==> src/rtl/dac_trig_pkg.sv <==
package dac_trig_pkg;

    // ----------------------------------------------------------------
    // clock and timing
    // ----------------------------------------------------------------
    localparam int unsigned SYS_CLK_HZ = 100_000_000;
    localparam int unsigned TICK_HZ = 1_000_000;
    localparam int unsigned TICK_DIV = SYS_CLK_HZ / TICK_HZ;
    localparam int unsigned TICK_CNT_W = 7;
    localparam logic [TICK_CNT_W-1:0] TICK_LAST =
        TICK_CNT_W'(TICK_DIV - 1);

    // ----------------------------------------------------------------
    // data widths
    // ----------------------------------------------------------------
    localparam int unsigned CODE_W = 12;
    localparam int unsigned CHAN_N = 4;
    localparam int unsigned CHAN_W = 2;
    localparam int unsigned ADDR_W = 4;
    localparam int unsigned DATA_W = 16;
    localparam int unsigned CNT_W = 16;

    // ----------------------------------------------------------------
    // register offsets
    // ----------------------------------------------------------------
    localparam logic [ADDR_W-1:0] REG_CODE0 = 4'h0;
    localparam logic [ADDR_W-1:0] REG_CODE1 = 4'h1;
    localparam logic [ADDR_W-1:0] REG_CODE2 = 4'h2;
    localparam logic [ADDR_W-1:0] REG_CODE3 = 4'h3;
    localparam logic [ADDR_W-1:0] REG_CTRL = 4'h4;
    localparam logic [ADDR_W-1:0] REG_STATUS = 4'h5;
    localparam logic [ADDR_W-1:0] REG_CNT_LOAD = 4'h6;
    localparam logic [ADDR_W-1:0] REG_CNT_VAL = 4'h7;
    localparam logic [ADDR_W-1:0] REG_CONV_CNT = 4'h8;

    // ----------------------------------------------------------------
    // control register fields
    // ----------------------------------------------------------------
    localparam int unsigned CTRL_W = 5;
    localparam int unsigned CTRL_MODE_LSB = 0;
    localparam int unsigned CTRL_PACE_EN = 2;
    localparam int unsigned CTRL_CNT_EXT = 3;
    localparam int unsigned CTRL_BUF_CLK = 4;
    localparam logic [CTRL_W-1:0] CTRL_RESET = 5'h00;

    // conversion start modes
    localparam logic [1:0] MODE_SOFT = 2'h0;
    localparam logic [1:0] MODE_EXT = 2'h1;
    localparam logic [1:0] MODE_BUF = 2'h2;

    // status fields
    localparam int unsigned STAT_GATE = 0;
    localparam int unsigned STAT_CLK = 1;
    localparam int unsigned STAT_KEEP = 2;
    localparam int unsigned STAT_PACE = 3;

    localparam logic [CODE_W-1:0] CODE_ZERO = 12'h000;
    localparam logic [DATA_W-1:0] DATA_ZERO = 16'h0000;

endpackage

==> src/rtl/edge_sync.sv <==
`timescale 1ns/10ps
`default_nettype none

module edge_sync
    import dac_trig_pkg::*;
(
    input wire logic sys_clk,    // system clock
    input wire logic reset_n,    // sync reset
    input wire logic async_in,   // pin from outside
    output logic level_out,      // synchronised level
    output logic rise_out        // one-cycle rising pulse
);

    logic meta_q;
    logic meta_d;
    logic sync_q;
    logic sync_d;
    logic prev_q;
    logic prev_d;

    // ----------------------------------------------------------------
    // two-stage synchroniser and edge detect
    // ----------------------------------------------------------------
    // first stage feeds only the second stage
    always_comb
    begin
        meta_d = async_in;
        sync_d = meta_q;
        prev_d = sync_q;
    end

    always_ff @(posedge sys_clk)
    begin
        if (!reset_n)
        begin
            meta_q <= 1'b0;
            sync_q <= 1'b0;
            prev_q <= 1'b0;
        end
        else
        begin
            meta_q <= meta_d;
            sync_q <= sync_d;
            prev_q <= prev_d;
        end
    end

    assign level_out = sync_q;
    assign rise_out = sync_q & ~prev_q;

endmodule

`default_nettype wire

==> src/rtl/dac_trigger_reset_control.sv <==
// Overview of operation
// - retention jumper picks keep or clear of output codes on bus reset
// - power-up always starts every output code at zero
// - software picks counter clock: external pin or internal 1 MHz
// - pacing output pulses once per buffer clock while enabled
// - in buffer mode each pacing rising edge starts one conversion
// - trigger gate high passes trigger edges, low blocks them
// - in external mode each gated rising trigger clock edge starts one conversion
`timescale 1ns/10ps
`default_nettype none

module dac_trigger_reset_control
    import dac_trig_pkg::*;
#(
    parameter int unsigned CODE_WIDTH = CODE_W  // converter code width
)
(
    input wire logic sys_clk,                       // 100 MHz clock
    input wire logic reset_n,                       // bus reset, sync low
    input wire logic power_on_reset_n,              // power-up reset, low
    input wire logic output_reset_retention_jumper, // 1 keeps codes
    input wire logic [ADDR_W-1:0] reg_addr,         // register address
    input wire logic [DATA_W-1:0] reg_wdata,        // write data
    input wire logic reg_wr,                        // write strobe
    input wire logic reg_rd,                        // read strobe
    output logic [DATA_W-1:0] reg_rdata,            // read data, next cycle
    input wire logic trigger_gate_input,            // trigger gate pin
    input wire logic trigger_clock_input,           // trigger clock pin
    input wire logic counter_zero_clock_input,      // counter clock pin
    input wire logic counter_zero_gate_input,       // counter gate pin
    output logic counter_zero_output,               // counter terminal out
    output logic buffer_pace_output,                // pacing pulse pin
    output logic conv_start,                        // one-cycle start
    output logic [CODE_WIDTH-1:0] code0,            // channel 0 code
    output logic [CODE_WIDTH-1:0] code1,            // channel 1 code
    output logic [CODE_WIDTH-1:0] code2,            // channel 2 code
    output logic [CODE_WIDTH-1:0] code3             // channel 3 code
);

    // ----------------------------------------------------------------
    // declarations
    // ----------------------------------------------------------------
    typedef enum logic [2:0] {
        PACE_IDLE = 3'b001,
        PACE_HIGH = 3'b010,
        PACE_LOW  = 3'b100
    } pace_state_t;

    logic [CODE_WIDTH-1:0] code_q [CHAN_N];
    logic [CODE_WIDTH-1:0] code_d [CHAN_N];
    logic [CTRL_W-1:0] ctrl_q;
    logic [CTRL_W-1:0] ctrl_d;
    logic [DATA_W-1:0] rdata_q;
    logic [DATA_W-1:0] rdata_d;
    logic jumper_meta_q;
    logic jumper_meta_d;
    logic jumper_q;
    logic jumper_d;
    logic [TICK_CNT_W-1:0] tick_cnt_q;
    logic [TICK_CNT_W-1:0] tick_cnt_d;
    logic tick_q;
    logic tick_d;
    logic [CNT_W-1:0] cnt_load_q;
    logic [CNT_W-1:0] cnt_load_d;
    logic [CNT_W-1:0] cnt_val_q;
    logic [CNT_W-1:0] cnt_val_d;
    logic cnt_out_q;
    logic cnt_out_d;
    pace_state_t pace_q;
    pace_state_t pace_d;
    logic pace_out_q;
    logic pace_out_d;
    logic start_q;
    logic start_d;
    logic [DATA_W-1:0] conv_cnt_q;
    logic [DATA_W-1:0] conv_cnt_d;

    logic gate_lvl;
    logic trig_lvl;
    logic trig_rise;
    logic cclk_rise;
    logic cgate_lvl;
    logic pace_rise;
    logic cnt_tick;
    logic [1:0] mode;

    // ----------------------------------------------------------------
    // pin synchronisers
    // ----------------------------------------------------------------
    edge_sync u_gate_sync (
        .sys_clk   (sys_clk),
        .reset_n   (reset_n),
        .async_in  (trigger_gate_input),
        .level_out (gate_lvl),
        .rise_out  ()
    );

    edge_sync u_trig_sync (
        .sys_clk   (sys_clk),
        .reset_n   (reset_n),
        .async_in  (trigger_clock_input),
        .level_out (trig_lvl),
        .rise_out  (trig_rise)
    );

    edge_sync u_cclk_sync (
        .sys_clk   (sys_clk),
        .reset_n   (reset_n),
        .async_in  (counter_zero_clock_input),
        .level_out (),
        .rise_out  (cclk_rise)
    );

    edge_sync u_cgate_sync (
        .sys_clk   (sys_clk),
        .reset_n   (reset_n),
        .async_in  (counter_zero_gate_input),
        .level_out (cgate_lvl),
        .rise_out  ()
    );

    assign mode = ctrl_q[CTRL_MODE_LSB +: 2];

    // ----------------------------------------------------------------
    // register bus and output codes
    // ----------------------------------------------------------------
    // the jumper is a strap: two flops since it is a pin, and its
    // value under reset picks whether the codes survive a bus reset
    always_comb
    begin
        jumper_meta_d = output_reset_retention_jumper;
        jumper_d = jumper_meta_q;
        ctrl_d = ctrl_q;
        cnt_load_d = cnt_load_q;
        for (int i = 0; i < CHAN_N; i++)
        begin
            code_d[i] = code_q[i];
        end
        if (reg_wr)
        begin
            if (reg_addr <= REG_CODE3)
            begin
                code_d[reg_addr[CHAN_W-1:0]] = reg_wdata[CODE_WIDTH-1:0];
            end
            if (reg_addr == REG_CTRL)
            begin
                ctrl_d = reg_wdata[CTRL_W-1:0];
            end
            if (reg_addr == REG_CNT_LOAD)
            begin
                cnt_load_d = reg_wdata[CNT_W-1:0];
            end
        end
        rdata_d = DATA_ZERO;
        if (reg_rd)
        begin
            unique case (reg_addr)
                REG_CODE0, REG_CODE1, REG_CODE2, REG_CODE3:
                    rdata_d = DATA_W'(code_q[reg_addr[CHAN_W-1:0]]);
                REG_CTRL:
                    rdata_d = DATA_W'(ctrl_q);
                REG_STATUS:
                begin
                    rdata_d[STAT_GATE] = gate_lvl;
                    rdata_d[STAT_CLK] = trig_lvl;
                    rdata_d[STAT_KEEP] = jumper_q;
                    rdata_d[STAT_PACE] = pace_out_q;
                end
                REG_CNT_LOAD:
                    rdata_d = cnt_load_q;
                REG_CNT_VAL:
                    rdata_d = cnt_val_q;
                REG_CONV_CNT:
                    rdata_d = conv_cnt_q;
                default:
                    rdata_d = DATA_ZERO;
            endcase
        end
    end

    always_ff @(posedge sys_clk)
    begin
        jumper_meta_q <= jumper_meta_d;
        jumper_q <= jumper_d;
        if (!power_on_reset_n)
        begin
            for (int i = 0; i < CHAN_N; i++)
            begin
                code_q[i] <= CODE_ZERO;
            end
        end
        else if (!reset_n)
        begin
            for (int i = 0; i < CHAN_N; i++)
            begin
                if (!jumper_q)
                begin
                    code_q[i] <= CODE_ZERO;
                end
            end
        end
        else
        begin
            for (int i = 0; i < CHAN_N; i++)
            begin
                code_q[i] <= code_d[i];
            end
        end
        if (!reset_n || !power_on_reset_n)
        begin
            ctrl_q <= CTRL_RESET;
            cnt_load_q <= {CNT_W{1'b0}};
            rdata_q <= DATA_ZERO;
        end
        else
        begin
            ctrl_q <= ctrl_d;
            cnt_load_q <= cnt_load_d;
            rdata_q <= rdata_d;
        end
    end

    // ----------------------------------------------------------------
    // counter zero with clock select
    // ----------------------------------------------------------------
    // the external clock is sampled at 100 MHz, so it is only honoured
    // up to 10 MHz where each high and low lasts several cycles
    assign cnt_tick = ctrl_q[CTRL_CNT_EXT] ? cclk_rise : tick_q;

    always_comb
    begin
        tick_d = 1'b0;
        tick_cnt_d = tick_cnt_q + TICK_CNT_W'(1);
        if (tick_cnt_q == TICK_LAST)
        begin
            tick_cnt_d = {TICK_CNT_W{1'b0}};
            tick_d = 1'b1;
        end
        cnt_val_d = cnt_val_q;
        cnt_out_d = cnt_out_q;
        if (reg_wr && reg_addr == REG_CNT_LOAD)
        begin
            cnt_val_d = reg_wdata[CNT_W-1:0];
            cnt_out_d = 1'b0;
        end
        else if (cnt_tick && cgate_lvl)
        begin
            if (cnt_val_q == {CNT_W{1'b0}})
            begin
                cnt_val_d = cnt_load_q;
                cnt_out_d = ~cnt_out_q;
            end
            else
            begin
                cnt_val_d = cnt_val_q - CNT_W'(1);
            end
        end
    end

    always_ff @(posedge sys_clk)
    begin
        if (!reset_n || !power_on_reset_n)
        begin
            tick_cnt_q <= {TICK_CNT_W{1'b0}};
            tick_q <= 1'b0;
            cnt_val_q <= {CNT_W{1'b0}};
            cnt_out_q <= 1'b0;
        end
        else
        begin
            tick_cnt_q <= tick_cnt_d;
            tick_q <= tick_d;
            cnt_val_q <= cnt_val_d;
            cnt_out_q <= cnt_out_d;
        end
    end

    // ----------------------------------------------------------------
    // buffer pacing pulse and conversion start
    // ----------------------------------------------------------------
    // each buffer clock gives one high cycle, then two low cycles so that
    // back-to-back buffer clocks still show distinct edges
    assign pace_rise = (pace_q == PACE_HIGH);

    always_comb
    begin
        pace_d = pace_q;
        pace_out_d = 1'b0;
        unique case (pace_q)
            PACE_IDLE:
                if (ctrl_q[CTRL_PACE_EN] && ctrl_q[CTRL_BUF_CLK])
                begin
                    pace_d = PACE_HIGH;
                end
            PACE_HIGH:
                pace_d = PACE_LOW;
            PACE_LOW:
                pace_d = PACE_IDLE;
            default:
                pace_d = PACE_IDLE;
        endcase
        if (pace_d == PACE_HIGH)
        begin
            pace_out_d = 1'b1;
        end
        start_d = 1'b0;
        if (mode == MODE_EXT && trig_rise && gate_lvl)
        begin
            start_d = 1'b1;
        end
        if (mode == MODE_BUF && pace_rise)
        begin
            start_d = 1'b1;
        end
        if (mode == MODE_SOFT && reg_wr && reg_addr <= REG_CODE3)
        begin
            start_d = 1'b1;
        end
        conv_cnt_d = conv_cnt_q + DATA_W'(start_q);
    end

    always_ff @(posedge sys_clk)
    begin
        if (!reset_n || !power_on_reset_n)
        begin
            pace_q <= PACE_IDLE;
            pace_out_q <= 1'b0;
            start_q <= 1'b0;
            conv_cnt_q <= DATA_ZERO;
        end
        else
        begin
            pace_q <= pace_d;
            pace_out_q <= pace_out_d;
            start_q <= start_d;
            conv_cnt_q <= conv_cnt_d;
        end
    end

    // ----------------------------------------------------------------
    // outputs
    // ----------------------------------------------------------------
    assign reg_rdata = rdata_q;
    assign counter_zero_output = cnt_out_q;
    assign buffer_pace_output = pace_out_q;
    assign conv_start = start_q;
    assign code0 = code_q[0];
    assign code1 = code_q[1];
    assign code2 = code_q[2];
    assign code3 = code_q[3];

endmodule

`default_nettype wire

==> config.mk <==
export PLATFORM = sky130hd
export DESIGN_NAME = dac_trigger_reset_control
export DESIGN_NICKNAME = d
export VERILOG_FILES = /design/src/rtl/dac_trig_pkg.sv /design/src/rtl/edge_sync.sv /design/src/rtl/dac_trigger_reset_control.sv
export SDC_FILE = /design/constraint.sdc
export NUM_CORES = 1
export LEC_CHECK = 0
export ABC_AREA = 1
export BUFFER_PORTS_ARGS = -buffer_cell sky130_fd_sc_hd__buf_4
export CORE_MARGIN = 8
export CORE_UTILIZATION = 50
export DETAILED_ROUTE_END_ITERATION = 10
export GPL_ROUTABILITY_DRIVEN = 0
export PLACE_DENSITY = 0.74
export SETUP_SLACK_MARGIN = 0.4
export SLEW_MARGIN = 5
export SYNTH_ARGS = -nofsm -noshare
export SYNTH_HDL_FRONTEND = slang
export SYNTH_SLANG_ARGS = --single-unit
==> constraint.sdc <==
create_clock -name sys_clk -period 2 [get_ports sys_clk]
set_input_delay 0.3 -clock sys_clk [delete_from_list [all_inputs] [get_ports sys_clk]]
set_output_delay 0.3 -clock sys_clk [all_outputs]
set_load 0.05 [all_outputs]
# After elaboration in Yosys (flattened, before gate mapping)
# Memory sizes are Yosys's and may differ from the RTL's.
# Cells that the tools add are included.
op_classes:
  add_sub_neg: 3
  magnitude_cmp: 3
  n_eq_ne: 14
  muxes: 34
  bitwise: 15
  n_reduce_logical: 23
op_table:
  columns: ["operator", "n"]
  rows:
  - ["$mux 12", 9]
  - ["$mux 48", 2]
  - ["$pmux 12 s5", 1]
  - ["$bwmux 48", 1]
  - ["$mux 16", 3]
  - ["$demux 12 s2", 1]
  - ["$pmux 4 s6", 1]
  - ["$add 16x1->16", 1]
  - ["$eq 4x3->1 const B", 4]
  - ["$logic_not 16->1", 1]
  - ["$sub 16x1->16 const B", 1]
  - ["$mux 1", 14]
  - ["$logic_and 1x1->1", 9]
  - ["$eq 4x2->1 const B", 2]
  - ["$or 1x1->1", 8]
  - ["$add 7x1->7 const B", 1]
  - ["$eq 7x7->1 const B", 1]
  - ["$eq 3x2->1 const B", 2]
  - ["$pmux 3 s2", 1]
  - ["$reduce_and 2->1", 3]
  - ["$reduce_or 2->1", 3]
  - ["$eq 4x1->1 const B", 1]
  - ["$eq 4x4->1 const B", 1]
  - ["$le 4x2->1 const B", 1]
  - ["15 further kinds", 20]
word_totals:
  reg_bits: 95
  ramBits: 48
  inputBits: 30
  out_inout_bits: 67
  wordCells: 116
  memories: 1
mem_list:
  columns: ["name", "words", "width", "read_ports", "rd_clocked_by_memory_dff", "wr", "line", "rtl"]
  rows:
  - ["code_q", 4, 12, 5, 0, 4, "dac_trigger_reset_control.sv:49", "logic [CODE_WIDTH-1:0] code_q [CHAN_N];"]

# Depth between registers and ports, before layout
depth:
  depth_word: 9
  mapped_depth: 11

# Cells and area by module
# Synthesis repeated with hierarchy kept, for this count alone.
unflattened:
  cells_unflattened: 958
  area_unflattened_um2: 6981.7
modules_own_cells:
  columns: ["mod", "instances", "cells_per_inst", "area_each_um2"]
  rows:
  - ["dac_trigger_reset_control", 1, 914, 6611.3]
  - ["edge_sync", 4, 11, 92.6]

# Least setup slack after synthesis
# OpenSTA, ideal clock, no wires.
synth_timing:
  path_kind: "input -> register"
  startpoint: "input port power_on_reset_n"
  endpoint: "memory code_q[0][0] in the netlist's numbering, enable pin"
  setup_ps: 387
  t_arrival_ps: 1550
  required_ps: 1613
  setup_slack_ps: 63
  path_stages: 5
  path_cell_list: "nand2_1 > inv_2 > buf_2 > buf_2 > a22oi_1"
synth_lines:
  columns: ["item", "line", "rtl"]
  rows:
  - ["start, declared", "dac_trigger_reset_control.sv:20", "input wire logic power_on_reset_n,"]
  - ["end, declared", "dac_trigger_reset_control.sv:49", null]

# Worst setup path in the final report
layout_timing:
  startpoint: "register start_q (netlist: conv_start)"
  endpoint: "register conv_cnt_q[14]"
layout_via:
  elab_chain_len: 1
layout_lines:
  columns: ["item", "line", "rtl"]
  rows:
  - ["start, declared", "dac_trigger_reset_control.sv:73", "logic start_q;"]
  - ["start signal, assigned", "dac_trigger_reset_control.sv:335", "start_q <= start_d;"]
  - ["$add 16x1->16", "dac_trigger_reset_control.sv:319", "conv_cnt_d = conv_cnt_q + DATA_W'(start_q);"]
  - ["end signal, assigned", "dac_trigger_reset_control.sv:336", "conv_cnt_q <= conv_cnt_d;"]
  - ["end, declared", "dac_trigger_reset_control.sv:75", "logic [DATA_W-1:0] conv_cnt_q;"]
# Every way passes these cells.
# A chain may end at the register's enable or synchronous reset.

==> summary.md <==
| Metric | Value |
|---|---|
| Status | `complete, no violations` |
| Vias in the first global route | `6,598` |
| Vias per std cell | `5.52` |
| Crit Reg-Reg Startpoint | `conv_start$_SDFF_PP0_` |
| GRT Residual Overflow | `0` |
| Syn-to-layout area delta | `26.4%` |
| Post-synth net total | `986` |
| Crit path largest cell delay | `0.35 ns` |
| Fin. max-slew vios | `0` |
| WS Path Type | `reg -> reg` |
| DRC viols | `0` |
| Row count | `43` |
| Count leader, synth | `nand2_1` |
| First-pass GRT wire length | `33,500 um` |
| Synth top cells by count | `nand2_1 (189), inv_1 (125), nor2_1 (114)` |
| Estimated wirelength of the detail-placed design | `14,900 um` |
| Cell Pwr Density | `836 mW/mm2` |
| Htree depth | `4` |
| Synth Area in XOR/XNOR | `0.505%` |
| Cells after synthesis | `951` |
| Clock-pin slew on the worst setup and hold paths | `0.06 ns` |
| CTS root buf | `clkbuf_16` |
| Die area | `0.0179 mm2` |
| CP Cell Sequence | `ha_2 > ha_2 > nand2_2 > nor2_4 > inv_2 > nor3_4 > nand3_1 > nand2_1 > a21oi_1` |
| Post-DP Area | `0.00791 mm2` |
| HP Class | `in -> reg` |
| Via count | `6,959` |
| Hold Vio Cnt, Final | `0` |
| Distinct cell type count after synthesis | `36` |
| Synth Register Bits | `143` |
| Adder-Cell Fraction of Synth Area | `0.902%` |
| Fillers | `1,211` |
| Fmax | `636 MHz` |
| Leading area contributor after synthesis | `dfxtp_1` |
| Yosys warning count | `0` |
| Nets | `1,103` |
| Post-Syn Area | `0.00694 mm2` |
| Syn_area_per_cell | `7.30 um2` |
| Share of cells above drive strength 1 | `20.4%` |
| Synth area leaders | `dfxtp_1 (31%), edfxtp_1 (16%), nand2_1 (10%), inv_1 (6.8%), nor2_1 (6.2%)` |
| WL final | `21,100 um` |
| Clock Skews | `0.00755 ns` |
| # diodes | `0` |
| Initial antenna violation count | `0` |
| Startpoint types | `register` |
| Pin count of the biggest net entering global routing | `44` |
| Minimum clock period | `1.57 ns` |
| Worst Tran Pin Value | `0.660 ns` |
| I/O pin count | `97` |
| TritonCTS clock tree | `yes` |
| CP dominant cell by count | `ha_2` |
| Setup TNS | `0 ns` |
| Placeable Area | `0.0137 mm2` |
| IO Port Bufs | `96` |
| Worst endpoint data arrival time | `1.86 ns` |
| Die Ht | `134 um` |
| Drt wl/cell | `16.7 um` |
| Post-synth EDFFs | `36` |
| Compound-Gate Fraction of Synth Area | `15.9%` |
| Proportion of synthesized area in mux cells | `0%` |
| CTS Sinks | `143` |
| Largest family of logic cells by synthesized area | `simple AND/OR/NAND/NOR gates` |
| # setup viols final | `0` |
| First-pass iteration count of the detailed router | `5` |
| Clock latency on the worst-skew pair | `0.43 ns` |
| WHS | `0.0505 ns` |
| Inserted Clock Buffers | `17` |
| Max stage delay cell, worst path | `dfxtp_4` |
| Clk buf depth | `2` |
| Leakage | `3.76 nW` |
| Synth top area share | `30.9%` |
| Die W | `134 um` |
| Post-synthesis sequential area ratio | `46.5%` |
| Total Routing Usage GR | `23.3%` |
| DRT iter0 DRCs | `744` |
| VDD IR max | `0.693 mV` |
| Worst Setup End Kind | `register` |
| FFs w/ async S/R, synth | `0%` |
| Top FF cell, synth | `dfxtp_1` |
| Max Cap Viol | `0` |
| Crit path from | `conv_start$_SDFF_PP0_` |
| Post-route cell area | `0.00877 mm2` |
| Initial Util | `50.6%` |
| ANT nets after route | `0` |
| Max Fanout on Critical Path | `4` |
| RSZ-0062 raised after global routing | `true` |
| Simple-gate share of the synthesized area | `26.6%` |
| Critical Path RT | `2.29 ns` |
| HP Start | `trigger_gate_input` |
| Slew margin rel. | `56.0%` |
| Fin crit share | `78.6%` |
repair_timing:
item,CTS,global route
cloned,0,1
gates resized for setup,9,28
endpoints found under the setup margin,29,33
buffers inserted,4,7
hold buffers,1,0
hold endpoints to repair,1,0
pin swaps,3,8
worst max-delay path: cells and delay by family (launching register included):
| kind | cells | cell delay (ns) |
|---|---|---|
| simple gates | 5 | 0.61 |
| buf+inv | 1 | 0.07 |
| flops | 1 | 0.35 |
| compound gates | 1 | 0.05 |
| fa+ha+maj | 2 | 0.35 |
cell type report:
class	count	area [um2]	area share, %
Tap cell	180	225	2.57
Inverter	132	498	5.68
Sequential cell	143	3230	36.8
Multi-Input combinational cell	641	3190	36.3
Timing Repair Buffer	133	1010	11.6
Clock inverter	11	128	1.46
Clock buffer	21	493	5.62
layer usage:
metal / vias to the layer above / part of all wire [%] / global-route usage [%]
met5: - / 0 / 0
met4: 0 / 2.4 / 9.54
met3: 40 / 9.2 / 5.35
met2: 375 / 46 / 36.2
met1: 3178 / 42 / 30.6
li1: 3366 / - / -
registers in the layout, summed over array words and instances, names as in the netlist, 3 cells and up:
signal / count
cnt_load_q: 16
pace_q: 3
ctrl_q: 5
conv_cnt_q: 16
reg_rdata: 16
code_q: 48
cnt_val_q: 16
tick_cnt_q: 7
final timing paths:
| path | endpoint | slack, ns | cells past startpoint |
|---|---|---|---|
| hold / removal | u_gate_sync.meta_q$_SDFF_PN0_ | 0.05 | 3 |
| setup reg to reg | conv_cnt_q[14]$_SDFF_PP0_ | 0.43 | 9 |
| setup / recovery | conv_cnt_q[14]$_SDFF_PP0_ | 0.43 | 9 |
| hold reg to reg | jumper_q$_DFF_P_ | 0.33 | 0 |
where the power goes:
| part | switching, W | internal [W] |
|---|---|---|
| logic | 0.000642 | 0.000261 |
| clock network | 0.00126 | 0.00202 |
| registers | 0.0000737 | 0.00307 |
cell usage in the layout (no fill, tap or decap), drive strengths merged:
master and instances:
nor3b 3, nor2 123, buf 132, o31ai 1, nor3 14, a31oi 3, clkinv 5, nor4 4
dfxtp 107, ha 5, nand4 14, inv 134, xor2 4, nand3b 3, a22oi 3, clkbuf 21
a21oi 77, o21a 1, o22ai 31, or2 2, nand3 66, o21ai 90, clkinvlp 2, nand2 196
edfxtp 36, o211ai 1, bufinv 2, dlygate4sd3 1
metrics by stage:
| stage | instances | power [W] | util, % | setup WS, ns |
|---|---|---|---|---|
| final | 1261 | 0.00733 | 63.9 | 0.428 |
| after global routing | 1261 | 0.00755 | 63.9 | 0.339 |
| after CTS | 1253 | 0.00734 | 62.7 | 0.404 |
| after detailed placement | 1216 | 0.00408 | 57.7 | 0.185 |
| after global placement | 1216 | 0.00408 | 57.7 | 0.210 |
| after floorplan | 951 | 0.00374 | - | 0.401 |
kinds of logic (layout without fill, tap and decap cells):
logic type	Yosys count	in the layout
buffers and inverters	167	297
and+or+nand+nor	425	425
adders and majority gates	5	5
xor gates and xnor gates	4	4
DFF	143	143
AOI/OAI and AO/OA	207	207
No activity file was read; power rests on OpenSTA's default activity.
